[config.mk]
export PLATFORM = sky130hd
export DESIGN_NAME = hsm_ctrl
export DESIGN_NICKNAME = d
export VERILOG_FILES = /design/src/core/hsm_pkg.sv /design/src/core/hsm_ctrl.sv
export VERILOG_INCLUDE_DIRS = /design/src /design/src/core
export SDC_FILE = /design/constraint.sdc
export NUM_CORES = 1
export LEC_CHECK = 0
export BUFFER_PORTS_ARGS = -buffer_cell sky130_fd_sc_hd__buf_2
export CAP_MARGIN = 40
export CORE_ASPECT_RATIO = 0.75
export CORE_MARGIN = 3
export CORE_UTILIZATION = 44
export CTS_CLUSTER_DIAMETER = 30
export DETAILED_ROUTE_END_ITERATION = 8
export SYNTH_ARGS = -nofsm -noshare
export SYNTH_HDL_FRONTEND = slang
export SYNTH_SLANG_ARGS = --single-unit
[constraint.sdc]
create_clock -name i_clk -period 3.4 [get_ports i_clk]
set_input_delay 0.34 -clock i_clk [delete_from_list [all_inputs] [get_ports i_clk]]
set_output_delay 0.34 -clock i_clk [all_outputs]
set_load 0.1 [all_outputs]
[src/core/hsm_map.svh]
// constants of the hall sensor mode and interrupt controller
// Functional notes
// - interrupt signalled on the interrupt pin or by pulling the clock line low
// - routing 000 none, 001 pin, 010 pin unless busy, 011 clock, 100 clock unless busy
// - completed conversion skips result and set count update while addressed, or busy in 100
// - acknowledge only in standby or continuous measure mode
// - own address wakes a sleeping device, and that byte is not acknowledged
// - after power-up, standby is reached after 270 us
// - after wake from sleep, standby is reached after 50 us
// - standby to continuous measure takes 70 us
// - one channel converts in 50 us at averaging 000 and 825 us at 101
// - sleep entered 20 us after the clock line returns high
// - north pole gives positive codes, south pole negative codes
// - enabled channels share one converter in sequence
// - latch select 1 gives fixed-width pulses, 0 a latched level on the pin routes (the clock routes always pulse)
// - a latched interrupt is cleared only by a valid address on the bus
`ifndef HSM_MAP_SVH
`define HSM_MAP_SVH

`define HSM_CLK_MHZ          200
`define HSM_T_PWRUP_US       270
`define HSM_T_WAKE_US        50
`define HSM_T_MEAS_START_US  70
`define HSM_T_CONV_BASE_US   50
`define HSM_T_CONV_STEP_US   25
`define HSM_T_GOSLEEP_US     20
`define HSM_T_INT_PULSE_US   10
`define HSM_GOSLEEP_CYC      (`HSM_T_GOSLEEP_US * `HSM_CLK_MHZ)
`define HSM_INT_PULSE_CYC    (`HSM_T_INT_PULSE_US * `HSM_CLK_MHZ)
`define HSM_AVG_MAX          3'h5
`define HSM_CH_NONE          3'h4
`define HSM_ADDR_LAST_BIT    4'h7

`endif

[src/core/hsm_pkg.sv]
// types of the hall sensor mode and interrupt controller
package hsm_pkg;
	typedef enum logic [2:0] {
		HSM_PWRUP      = 3'h0,
		HSM_STANDBY    = 3'h1,
		HSM_START_MEAS = 3'h3,
		HSM_MEASURE    = 3'h2,
		HSM_GO_SLEEP   = 3'h6,
		HSM_SLEEP      = 3'h7,
		HSM_WAKE       = 3'h5
	} hsm_state_t;
	typedef enum logic [2:0] {
		HSM_INT_NONE     = 3'h0,
		HSM_INT_PIN      = 3'h1,
		HSM_INT_PIN_IDLE = 3'h2,
		HSM_INT_SCL      = 3'h3,
		HSM_INT_SCL_IDLE = 3'h4
	} hsm_int_route_t;
	typedef enum logic [1:0] {
		HSM_OP_STANDBY = 2'h0,
		HSM_OP_SLEEP   = 2'h1,
		HSM_OP_CONT    = 2'h2
	} hsm_op_t;
endpackage

[src/core/hsm_ctrl.sv]
// mode sequencing, bus watch, conversion and interrupt control of the hall sensor
`timescale 1ns/1ps
`include "hsm_map.svh"
module hsm_ctrl import hsm_pkg::*; #(
	parameter int PWRUP_CYC      = `HSM_T_PWRUP_US * `HSM_CLK_MHZ,
	parameter int WAKE_CYC       = `HSM_T_WAKE_US * `HSM_CLK_MHZ,
	parameter int MEAS_START_CYC = `HSM_T_MEAS_START_US * `HSM_CLK_MHZ,
	parameter int CONV_BASE_CYC  = `HSM_T_CONV_BASE_US * `HSM_CLK_MHZ,
	parameter int CONV_STEP_CYC  = `HSM_T_CONV_STEP_US * `HSM_CLK_MHZ
) (
	// clock and reset
	input  wire logic        i_clk,
	input  wire logic        i_rst_n,
	// i2c pins, open drain
	input  wire logic        i_scl,
	input  wire logic        i_sda,
	output logic             o_scl_out,
	output logic             o_scl_oe,
	output logic             o_sda_out,
	output logic             o_sda_oe,
	// configuration
	input  wire logic [6:0]  i_dev_addr,
	input  wire logic [1:0]  i_op_mode,
	input  wire logic [2:0]  i_int_mode,
	input  wire logic        i_int_latch_sel,
	input  wire logic [2:0]  i_averaging_select,
	input  wire logic [3:0]  i_ch_en,
	input  wire logic        i_trigger,
	input  wire logic        i_event,
	// converter
	input  wire logic [15:0] i_adc_data,
	output logic [1:0]       o_ch_sel,
	output logic             o_conv_busy,
	// status and results
	output logic [15:0]      o_result_x,
	output logic [15:0]      o_result_y,
	output logic [15:0]      o_result_z,
	output logic [15:0]      o_result_t,
	output logic [2:0]       o_set_count,
	output logic [2:0]       o_state,
	output logic             o_int_n
);
	function automatic logic [2:0] next_ch(input logic [3:0] en, input logic [2:0] from);
		logic [2:0] r;
		r = `HSM_CH_NONE;
		for (int i = 3; i >= 0; i--) begin
			if (en[i] && 3'(i) >= from) begin
				r = 3'(i);
			end
		end
		return r;
	endfunction

	function automatic logic [19:0] conv_len(input logic [2:0] avg);
		logic [2:0] a;
		a = (avg > `HSM_AVG_MAX) ? `HSM_AVG_MAX : avg;
		return 20'(CONV_BASE_CYC + CONV_STEP_CYC * ((1 << a) - 1));
	endfunction

	// bus watch
	logic scl_m_q, scl_s_q, scl_p_q, sda_m_q, sda_s_q, sda_p_q;
	logic busy_q, busy_d, talk_q, talk_d, aph_q, aph_d, ackp_q, ackp_d, ack_q, ack_d;
	logic [3:0] bit_q, bit_d;
	logic [7:0] sh_q, sh_d;
	logic start, stop, scl_rise, scl_fall, addr_hit, awake;
	hsm_state_t st_q, st_d;

	assign awake = (st_q == HSM_STANDBY) || (st_q == HSM_START_MEAS) || (st_q == HSM_MEASURE);
	assign start = scl_s_q && scl_p_q && sda_p_q && !sda_s_q;
	assign stop = scl_s_q && scl_p_q && !sda_p_q && sda_s_q;
	assign scl_rise = scl_s_q && !scl_p_q;
	assign scl_fall = !scl_s_q && scl_p_q;
	assign addr_hit = scl_rise && aph_q && bit_q == `HSM_ADDR_LAST_BIT && sh_q[6:0] == i_dev_addr;

	always_comb begin
		busy_d = busy_q;
		talk_d = talk_q;
		aph_d = aph_q;
		ackp_d = ackp_q;
		ack_d = ack_q;
		bit_d = bit_q;
		sh_d = sh_q;
		if (start) begin
			{busy_d, aph_d, talk_d, ackp_d, ack_d} = 5'h18;
			bit_d = 4'h0;
		end else if (stop) begin
			{busy_d, aph_d, talk_d, ackp_d, ack_d} = 5'h00;
		end else begin
			if (scl_rise && aph_q) begin
				sh_d = {sh_q[6:0], sda_s_q};
				bit_d = bit_q + 4'h1;
				if (bit_q == `HSM_ADDR_LAST_BIT) begin
					aph_d = 1'b0;
					talk_d = addr_hit && awake;
					ackp_d = addr_hit && awake;
				end
			end
			// ack held from the falling edge after the address to the next one
			if (scl_fall) begin
				ack_d = ackp_q;
				ackp_d = 1'b0;
			end
		end
	end

	always_ff @(posedge i_clk or negedge i_rst_n) begin
		if (!i_rst_n) begin
			{scl_m_q, scl_s_q, scl_p_q, sda_m_q, sda_s_q, sda_p_q} <= 6'h3F;
			{busy_q, talk_q, aph_q, ackp_q, ack_q} <= 5'h00;
			bit_q <= 4'h0;
			sh_q <= 8'h00;
		end else begin
			{scl_m_q, scl_s_q, scl_p_q} <= {i_scl, scl_m_q, scl_s_q};
			{sda_m_q, sda_s_q, sda_p_q} <= {i_sda, sda_m_q, sda_s_q};
			{busy_q, talk_q, aph_q, ackp_q, ack_q} <= {busy_d, talk_d, aph_d, ackp_d, ack_d};
			bit_q <= bit_d;
			sh_q <= sh_d;
		end
	end

	// mode sequencing
	logic [19:0] tmr_q, tmr_d;
	logic [1:0] op_q;
	logic slp_q, slp_d, sleep_req;

	// sleep is taken on a new command only, so a wake is not undone by a stale mode
	assign sleep_req = slp_q || (i_op_mode == HSM_OP_SLEEP && op_q != HSM_OP_SLEEP);

	always_comb begin
		st_d = st_q;
		tmr_d = tmr_q + 20'h1;
		slp_d = sleep_req && i_op_mode == HSM_OP_SLEEP;
		case (st_q)
			HSM_PWRUP: begin
				if (tmr_q == 20'(PWRUP_CYC - 1)) begin
					st_d = HSM_STANDBY;
				end
			end
			HSM_STANDBY: begin
				if (sleep_req) begin
					st_d = HSM_GO_SLEEP;
					slp_d = 1'b0;
				end else if (i_op_mode == HSM_OP_CONT) begin
					st_d = HSM_START_MEAS;
				end
			end
			HSM_START_MEAS: begin
				if (tmr_q == 20'(MEAS_START_CYC - 1)) begin
					st_d = HSM_MEASURE;
				end
			end
			HSM_MEASURE: begin
				if (sleep_req) begin
					st_d = HSM_GO_SLEEP;
					slp_d = 1'b0;
				end else if (i_op_mode == HSM_OP_STANDBY) begin
					st_d = HSM_STANDBY;
				end
			end
			HSM_GO_SLEEP: begin
				if (!scl_s_q) begin
					tmr_d = 20'h0;
				end else if (tmr_q == 20'(`HSM_GOSLEEP_CYC - 1)) begin
					st_d = HSM_SLEEP;
				end
			end
			HSM_SLEEP: begin
				if (addr_hit) begin
					st_d = HSM_WAKE;
				end
			end
			HSM_WAKE: begin
				if (tmr_q == 20'(WAKE_CYC - 1)) begin
					st_d = HSM_STANDBY;
				end
			end
			default: st_d = HSM_PWRUP;
		endcase
		if (st_d != st_q) begin
			tmr_d = 20'h0;
		end
	end

	always_ff @(posedge i_clk or negedge i_rst_n) begin
		if (!i_rst_n) begin
			st_q <= HSM_PWRUP;
			tmr_q <= 20'h0;
			op_q <= HSM_OP_STANDBY;
			slp_q <= 1'b0;
		end else begin
			st_q <= st_d;
			tmr_q <= tmr_d;
			op_q <= i_op_mode;
			slp_q <= slp_d;
		end
	end

	// conversion sequencing
	logic conv_q, conv_d, upd_ok;
	logic [1:0] ch_q, ch_d;
	logic [19:0] ctmr_q, ctmr_d;
	logic [15:0] shd_q [4];
	logic [15:0] shd_d [4];
	logic [15:0] res_q [4];
	logic [15:0] res_d [4];
	logic [2:0] setc_q, setc_d, nch;

	assign upd_ok = !talk_q && !(i_int_mode == HSM_INT_SCL_IDLE && busy_q);

	always_comb begin
		conv_d = conv_q;
		ch_d = ch_q;
		ctmr_d = ctmr_q + 20'h1;
		shd_d = shd_q;
		res_d = res_q;
		setc_d = setc_q;
		nch = next_ch(i_ch_en, 3'h0);
		if (st_q != HSM_STANDBY && st_q != HSM_MEASURE) begin
			conv_d = 1'b0;
			ctmr_d = 20'h0;
		end else if (!conv_q) begin
			ctmr_d = 20'h0;
			if ((st_q == HSM_MEASURE || i_trigger) && nch != `HSM_CH_NONE) begin
				conv_d = 1'b1;
				ch_d = nch[1:0];
			end
		end else if (ctmr_q == conv_len(i_averaging_select) - 20'h1) begin
			shd_d[ch_q] = i_adc_data;
			ctmr_d = 20'h0;
			nch = next_ch(i_ch_en, {1'b0, ch_q} + 3'h1);
			if (nch != `HSM_CH_NONE) begin
				ch_d = nch[1:0];
			end else begin
				conv_d = 1'b0;
				// skip when addressed or held off
				if (upd_ok) begin
					res_d = shd_d;
					setc_d = setc_q + 3'h1;
				end
			end
		end
		// results are lost in sleep
		if (st_q == HSM_SLEEP) begin
			for (int i = 0; i < 4; i++) begin
				res_d[i] = 16'h0000;
			end
		end
	end

	always_ff @(posedge i_clk or negedge i_rst_n) begin
		if (!i_rst_n) begin
			conv_q <= 1'b0;
			ch_q <= 2'h0;
			ctmr_q <= 20'h0;
			setc_q <= 3'h0;
			for (int i = 0; i < 4; i++) begin
				shd_q[i] <= 16'h0000;
				res_q[i] <= 16'h0000;
			end
		end else begin
			conv_q <= conv_d;
			ch_q <= ch_d;
			ctmr_q <= ctmr_d;
			setc_q <= setc_d;
			shd_q <= shd_d;
			res_q <= res_d;
		end
	end

	// interrupt
	logic lat_q, lat_d, pls_q, pls_d, intn_q, intn_d, scloe_q, scloe_d, pin_rt, scl_rt, ev_ok;
	logic [11:0] ptmr_q, ptmr_d;

	assign pin_rt = i_int_mode == HSM_INT_PIN || i_int_mode == HSM_INT_PIN_IDLE;
	assign scl_rt = i_int_mode == HSM_INT_SCL || i_int_mode == HSM_INT_SCL_IDLE;
	assign ev_ok = i_event && (pin_rt || scl_rt)
		&& !((i_int_mode == HSM_INT_PIN_IDLE || i_int_mode == HSM_INT_SCL_IDLE) && busy_q);

	always_comb begin
		lat_d = (ev_ok && !i_int_latch_sel && !scl_rt) || (lat_q && !addr_hit);
		pls_d = pls_q;
		ptmr_d = ptmr_q + 12'h1;
		// fixed-width pulse; clock line always pulses
		if (ev_ok && (i_int_latch_sel || scl_rt)) begin
			pls_d = 1'b1;
			ptmr_d = 12'h0;
		end else if (!pls_q || ptmr_q == 12'(`HSM_INT_PULSE_CYC - 1)) begin
			pls_d = 1'b0;
			ptmr_d = 12'h0;
		end
		intn_d = !((lat_d || pls_d) && pin_rt);
		scloe_d = pls_d && scl_rt;
	end

	always_ff @(posedge i_clk or negedge i_rst_n) begin
		if (!i_rst_n) begin
			{lat_q, pls_q, scloe_q} <= 3'h0;
			intn_q <= 1'b1;
			ptmr_q <= 12'h0;
		end else begin
			{lat_q, pls_q, scloe_q} <= {lat_d, pls_d, scloe_d};
			intn_q <= intn_d;
			ptmr_q <= ptmr_d;
		end
	end

	assign o_scl_out = 1'b0;
	assign o_sda_out = 1'b0;
	assign o_scl_oe = scloe_q;
	assign o_sda_oe = ack_q;
	assign o_int_n = intn_q;
	assign o_ch_sel = ch_q;
	assign o_conv_busy = conv_q;
	assign {o_result_x, o_result_y, o_result_z, o_result_t} = {res_q[0], res_q[1], res_q[2], res_q[3]};
	assign o_set_count = setc_q;
	assign o_state = st_q;
endmodule

==> impl_results.md, run 1 <==
* Status: finished, violations left
* Failing checks: setup timing
* Core Area at 0.02726 mm2
* Syn Std Cell Area at 0.01229 mm2
* Post-synthesis sequential area ratio at 44.45%
* Final Core Density at 60.41%
* Cell Area, Placed at 0.01413 mm2
* Max Cap Viol at 0
* DR DRC count at 0
* Fin Hold WS at 0.1019 ns
* CTS clk-pin slew, worst paths at 0.05 ns
* Top-area cell type share of the netlist area at 42.95%
* Post-detailed-route count of antenna-violating nets at 0
* Largest area contributor in the netlist: dfrtp_1
* Period utilization at 159.2%
* #FFs+latches synth at 218
* Die ar. at 0.03000 mm2
* Most common cell after layout, fill and taps aside: dfrtp_1
* Row count at 52
* H-tree levels at 2
* Cell Count, Final, Fillers Out at 1767
* CTS tree: done
* Layout cells sized above 1 at 31.43%
* EDFF count, synth at 0
* Post-route minimum period at 5.412 ns
* Top FF cell, synth: dfrtp_1
* Asr flop ratio synth at 100.0%
* Crit path max fanout at 16
* Synthesis Warnings at 0
* Slew @ Worst Pin at 0.9227 ns
* Final nets at 1483
* Hold Fails Final Rpt at 0
* Crit-path cells: buf_8, or3_4, ha_4, xor2_2, ha_2, ha_4, ha_4, fa_1, fa_1, ha_4, nand2_2, or4b_4, o221a_4, nor4_4, a211oi_2, a311oi_2, nand4_2, buf_12, buf_4, nor3_4, buf_12, mux2_4
* # diodes at 0
* Most Frequent Cell on Critical Path: ha_4
* CP endpoint kind: flip-flop
* Vias in the first global route at 9200
* Skew final at 0.01467 ns
* Max IR drop VDD at 0.4351 mV
* Initial core utilization at 45.09%
* Yosys cell types at 72
* Largest net degree at the start of global routing at 113
* Most frequent cells in the layout: dfrtp_1 (211), mux2i_1 (133), nand2_1 (130)
* Fmax at 0.1848 GHz
* Lkg Pwr at 7.668 nW
* Number of port buffers at 117
* Post-route total power at 9.988 mW
* Final GP Congestion at 0.8161
* Avg WL per Cell at 18.12 um
* Clock Latency Late Sink at 0.54 ns
* Iteration-0 DRC Markers at 490
* Final setup violating endpoints at 154
* Gr ovfl total at 0
* Top cells by area, synth: dfrtp_1 (43%), mux2i_1 (11%), ha_1 (4.6%), nand2_1 (4.0%), mux2_4 (3.7%)
* CP required at 3.81 ns
* Startpoint types: input pin
* GR Util All Layers at 21.41%
* Maximum clock path buffer count at 3
* Dpl cells at 1651
* Placed wire-length estimate at 21.38 mm
* PwrDens at 606.4 mW/mm2
* Rel. slew slack at 38.49%
* RSZ-0062 raised after global routing: yes
* Die Y-Extent at 150.8 um
* Syn avg cell area at 10.86 um2
* Final Slew Violations at 0
* Slowest cell on crit path: fa_1
* Final instance area at 0.01647 mm2
* Initial antenna violation count at 0
* Critical Setup Path Class: input pin to flip-flop
* I/O pin total at 120
* CP arrival at 5.82 ns
* Vias per inst at 5.228
* Iteration count of the initial detailed-routing pass at 5
* CTS sink cnt at 218
* Area delta synth->final at 33.97%
* Vias at 9238
* Clock Tree Root: clkbuf_16
* Clock buffer count from CTS at 45
* Total wire length at 32.03 mm
* Die Wd at 199.0 um
* Setup ws final at -2.012 ns
* Hold crit path type: input pin to flip-flop
* First-pass GRT wire length at 51.06 mm
* Mapped Cells at 1132
* Crit-path max cell delay at 0.59 ns
critical path: cells and delay by family:
kind | cells | cell delay, ns
XOR/XNOR | 1 | 0.15
AND/OR/NAND/NOR | 6 | 1.59
AO/OA/AOI/OAI | 3 | 0.69
buffers and inverters | 4 | 0.62
multiplexers | 1 | 0.33
adder cells (fa/ha/maj) | 7 | 2.07
kinds of logic after synthesis:
kind of cell    Yosys count  share of synthesized area, %
simple gates            373                         14.92
flops                   218                         44.45
mux                     202                         18.06
compound gates          106                         6.067
xor+xnor                 86                         6.239
buf+inv                  86                         3.349
fa+ha+maj                59                         6.860
other cells               2                       0.06109
worst paths after layout:
kind	startpoint	end	slack, ns	cells after the start
max in group asynchronous	i_rst_n	o_int_n$_DFF_PN1_	2.10	3
min in group asynchronous	i_rst_n	o_result_t[10]$_DFFE_PN0P_	0.43	2
worst max register to register	ctmr_q[4]$_DFF_PN0_	o_result_x[13]$_DFFE_PN0P_	0.05	13
worst max-delay path	i_averaging_select[2]	shd_q[17]$_DFFE_PN0P_	-2.01	22
worst min register to register	sda_m_q$_DFF_PN1_	sda_s_q$_DFF_PN1_	0.35	0
worst min-delay path	i_int_mode[2]	o_int_n$_DFF_PN1_	0.10	3
cells in the mapped netlist, types with 4 or more instances:
master,n
inv_1,33
nor2_1,91
and2_1,6
dfstp_2,7
xnor2_1,50
a21o_1,4
nor3b_1,8
or3_1,5
buf_2,5
fa_1,14
mux2_4,30
nand4_1,12
nand3_1,36
a21oi_1,20
o211a_1,4
nand2_1,132
ha_1,45
mux2i_1,134
mux2_2,38
nor2b_1,15
buf_4,7
and3_1,13
nor3_1,6
nand2b_1,15
o21ai_0,25
o31ai_1,4
dfrtp_1,211
nor4_1,10
clkbuf_1,35
a31oi_1,8
xor2_1,35
report_power, final:
group	leakage, nW	switching [mW]	internal (mW)
registers	2.62	0.0709	2.68
logic	4.34	1.45	1.47
clock network	0.709	1.50	2.81
total	7.67	3.02	6.96
sequential cells by signal, indices dropped and copies added, names as in the netlist, 2 cells and up:
signal	flops
shd_q	64
ctmr_q	20
o_state	3
o_ch_sel	2
o_result_x	16
tmr_q	20
o_result_y	16
o_result_t	16
op_q	2
sh_q	7
bit_q	4
ptmr_q	12
o_set_count	3
o_result_z	16
per-layer routing:
layer	wire, um	global-route usage [%]
met1	16400	33.85
met2	13300	29.22
met3	1875	4.922
met4	451	5.232
met5	0	0
timing repair:
item,4_1_cts,5_1_grt
resized for setup,41,35
pin swaps,0,17
hold buffers,5,0
endpoints found under the setup margin,154,154
setup buffers,6,15
hold endpoints to repair,108,0
gates cloned,7,4
area by class of cell:
class                   instances  area [um2]
clock buffers                  55        1226
multi-input cells             844        6948
flip-flops and latches        218        5464
well taps                     351       439.2
fillers                      2294       10790
clock inverters                26       265.3
inverters                      33       123.9
repair buffers                240        2003
stage by stage:
stage               setup TNS [ns]  worst slack [ns]
CTS                        -285.04            -2.036
finish                     -288.83            -2.012
floorplan                  -359.14            -2.625
detailed placement         -375.94            -2.645
global route               -318.02            -2.189
global placement           -367.93            -2.576
Power figures use the tool's default switching activity.
==> run 2: changes to the inputs <==
- REMOVE_ABC_BUFFERS: unset -> 1
==> impl_results.md, run 2 (synthesis gave the netlist of run 1 again) <==
* Status: finished, violations left
* Failing checks: setup timing
* Gr ovfl total at 0 (unchanged)
* TNS Setup at -303.96 ns (-15.13 ns)
* Iteration-0 DRC Markers at 458 (-6.5%)
* CTS clk-pin slew, worst paths at 0.05 ns (about the same)
* PwrDens at 599.7 mW/mm2 (-1.1%)
* Crit-path cells: buf_8, or3_4, ha_4, xor2_2, ha_2, ha_4, ha_4, fa_1, fa_1, ha_4, nand2_2, or4b_4, o221a_4, nor4_4, a211oi_2, a311oi_2, nand4_2, buf_12, nor3_4, clkbuf_16, mux2_4
* Rel. slew slack at 47.86% (+9.4 points)
* DR DRC count at 0 (unchanged)
* Hold Fails Final Rpt at 0 (unchanged)
* Row count at 52 (unchanged)
* Critical Setup Path Class: input pin to flip-flop
* Startpoint types: input pin
* Core Area at 0.02726 mm2 (unchanged)
* Final Core Density at 60.41% (unchanged)
* Clock Latency Late Sink at 0.52 ns (-0.02 ns)
* Layout cells sized above 1 at 32.10% (+0.67 points)
* Endpoint, Worst Hold: lat_q$_DFF_PN0_
* Die Y-Extent at 150.8 um (unchanged)
* Final setup violating endpoints at 154 (unchanged)
* Clock buffer count from CTS at 38 (-16%)
* RR Startpoint: ctmr_q[0]$_DFF_PN0_
* Total wire length at 31.41 mm (-1.9%)
* Post-placement setup slack at -3.040 ns (-0.3951 ns)
* CP arrival at 5.90 ns (+0.08 ns)
* Most common cell after layout, fill and taps aside: dfrtp_1
* RSZ-0062 raised after global routing: yes
* Period utilization at 161.6% (+2.5 points)
* Post-route total power at 9.878 mW (-1.1%)
* Slowest cell on crit path: fa_1
* CP top delay family: adder cells
* Skew final at 0.01524 ns (+0.0005709 ns)
* Largest net degree at the start of global routing at 119 (+5.3%)
* GR Util All Layers at 21.05% (-0.36 points)
* CTS sink cnt at 218 (unchanged)
* WP buf/inv at 3 (-1)
* Setup ws final at -2.096 ns (-0.08358 ns)
* Die Wd at 199.0 um (unchanged)
* Largest register by flop count: shd_q
* Hold path cells at 2 (-1)
* Lkg Pwr at 7.614 nW (-0.70%)
* Iteration count of the initial detailed-routing pass at 5 (unchanged)
* Post-route minimum period at 5.496 ns (+0.08358 ns)
* Hold crit path type: input pin to flip-flop
* Crit path max fanout at 8 (-8)
* Max IR drop VDD at 0.4859 mV (+12%)
* Final nets at 1476 (-0.47%)
* Clock Tree Root: clkbuf_16
* Maximum clock path buffer count at 3 (unchanged)
* Most frequent cells in the layout: dfrtp_1 (211), nand2_1 (130), mux2i_1 (128)
* Met3 Wirelength at 1.262 mm (-33%)
* Vias per inst at 5.212 (-0.31%)
* Number of port buffers at 117 (unchanged)
* Max Cap Viol at 0 (unchanged)
* Fmax at 0.1820 GHz (-1.5%)
* Slew @ Worst Pin at 0.7821 ns (-0.1406 ns)
* Top Metal Used: met5
* Initial antenna violation count at 3 (+3)
* HP Start: i_event
* First-pass GRT wire length at 50.39 mm (-1.3%)
* Cell Area, Placed at 0.01389 mm2 (-1.7%)
* CP required at 3.80 ns (about the same)
* Max FFs per register at 64 (unchanged)
* Flop-to-flop setup slack at 0 ns (-0.05 ns)
* CTS tree: done
* CP endpoint kind: flip-flop
* Vias in the first global route at 9313 (+1.2%)
* FF+latch area at 0.005464 mm2 (unchanged)
* Final Slew Violations at 0 (unchanged)
* Placed wire-length estimate at 19.94 mm (-6.7%)
* Final GP Congestion at 0.8176 (+0.18%)
* R2R cell count at 14 (+1)
* WL met1 at 15.98 mm (-2.5%)
* Final instance area at 0.01647 mm2 (unchanged)
* Initial core utilization at 45.09% (unchanged)
* R2r endpoint: o_result_z[15]$_DFFE_PN0P_
* Area delta synth->final at 33.97% (unchanged)
* I/O pin total at 120 (unchanged)
* Avg WL per Cell at 17.87 um (-1.4%)
* Multi-input gate area at 0.007003 mm2 (+0.79%)
* Post-detailed-route count of antenna-violating nets at 0 (unchanged)
* Fillers at 2166 (-5.6%)
* Vias at 9162 (-0.82%)
* Crit-path max cell delay at 0.56 ns (-0.03 ns)
* Biggest regs: shd_q: 64 flops, ctmr_q: 20 flops, tmr_q: 20 flops
* H-tree levels at 2 (unchanged)
* Most Frequent Cell on Critical Path: ha_4
* Met2 WL at 13.57 mm (+2.0%)
* Die ar. at 0.03000 mm2 (unchanged)
[run 2: changes by cell type in the layout (fill, tap and decap cells not counted), moves of 4 or more]
cell and change:
buf_16 +5, buf_4 -8, buf_6 +11, bufinv_16 +5
clkbuf_16 -9, clkinvlp_4 -4, mux2i_1 -5, mux2i_2 +5
nor2_1 -11, nor2_2 +8
[run 2: final cells by class]
class	instances	share of cell area (%)
diodes	2	0.03039
clock buffers	49	6.716
clock inverters	21	2.074
inverters	33	0.7521
multi-input cells	844	42.52
flip-flops and latches	218	33.18
well taps	351	2.667
repair buffers	240	12.06
[run 2: stage by stage]
step           hold slack [ns]  std cells
6_report                0.1251       1758
5_1_grt                 0.1202       1757
4_1_cts                 0.1018       1755
3_5_place_dp            0.2524       1648
3_3_place_gp            0.2536       1648
2_1_floorplan          0.04441       1095
[run 2: report_power, final]
part | leakage [nW] | switching, mW | internal (mW)
Clock | 0.697 | 1.35 | 2.92
Sequential | 2.62 | 0.0705 | 2.68
Combinational | 4.30 | 1.41 | 1.45
[run 2: worst max-delay path by stage]
stage	start	end	slack, ns	cells after the start
6_report	i_averaging_select[0]	shd_q[39]$_DFFE_PN0P_	-2.10	21
5_1_grt	i_averaging_select[0]	shd_q[39]$_DFFE_PN0P_	-2.22	21
4_1_cts	i_averaging_select[0]	shd_q[27]$_DFFE_PN0P_	-2.07	25
3_5_place_dp	i_averaging_select[1]	shd_q[18]$_DFFE_PN0P_	-3.04	25
3_3_place_gp	i_averaging_select[1]	shd_q[35]$_DFFE_PN0P_	-3.00	25
2_1_floorplan	i_averaging_select[1]	o_set_count[1]$_DFFE_PN0P_	-11.69	20
[run 2: layer usage]
layer / GRT usage, % / up-vias
li1: - / 4436
met1: 31.86 / 4530
met2: 30.44 / 141
met3: 4.609 / 51
met4: 5.548 / 4
met5: 0 / -
[run 2: repair_timing]
| item | 4_1_cts | 5_1_grt |
|---|---|---|
| gates cloned | 13 | 2 |
| buffers inserted | 20 | 6 |
| pin swaps | 37 | 16 |
| hold buffers | 5 | 0 |
| hold endpoints to repair | 41 | 0 |
| setup endpoints to repair | 154 | 154 |
| resized for setup | 106 | 42 |
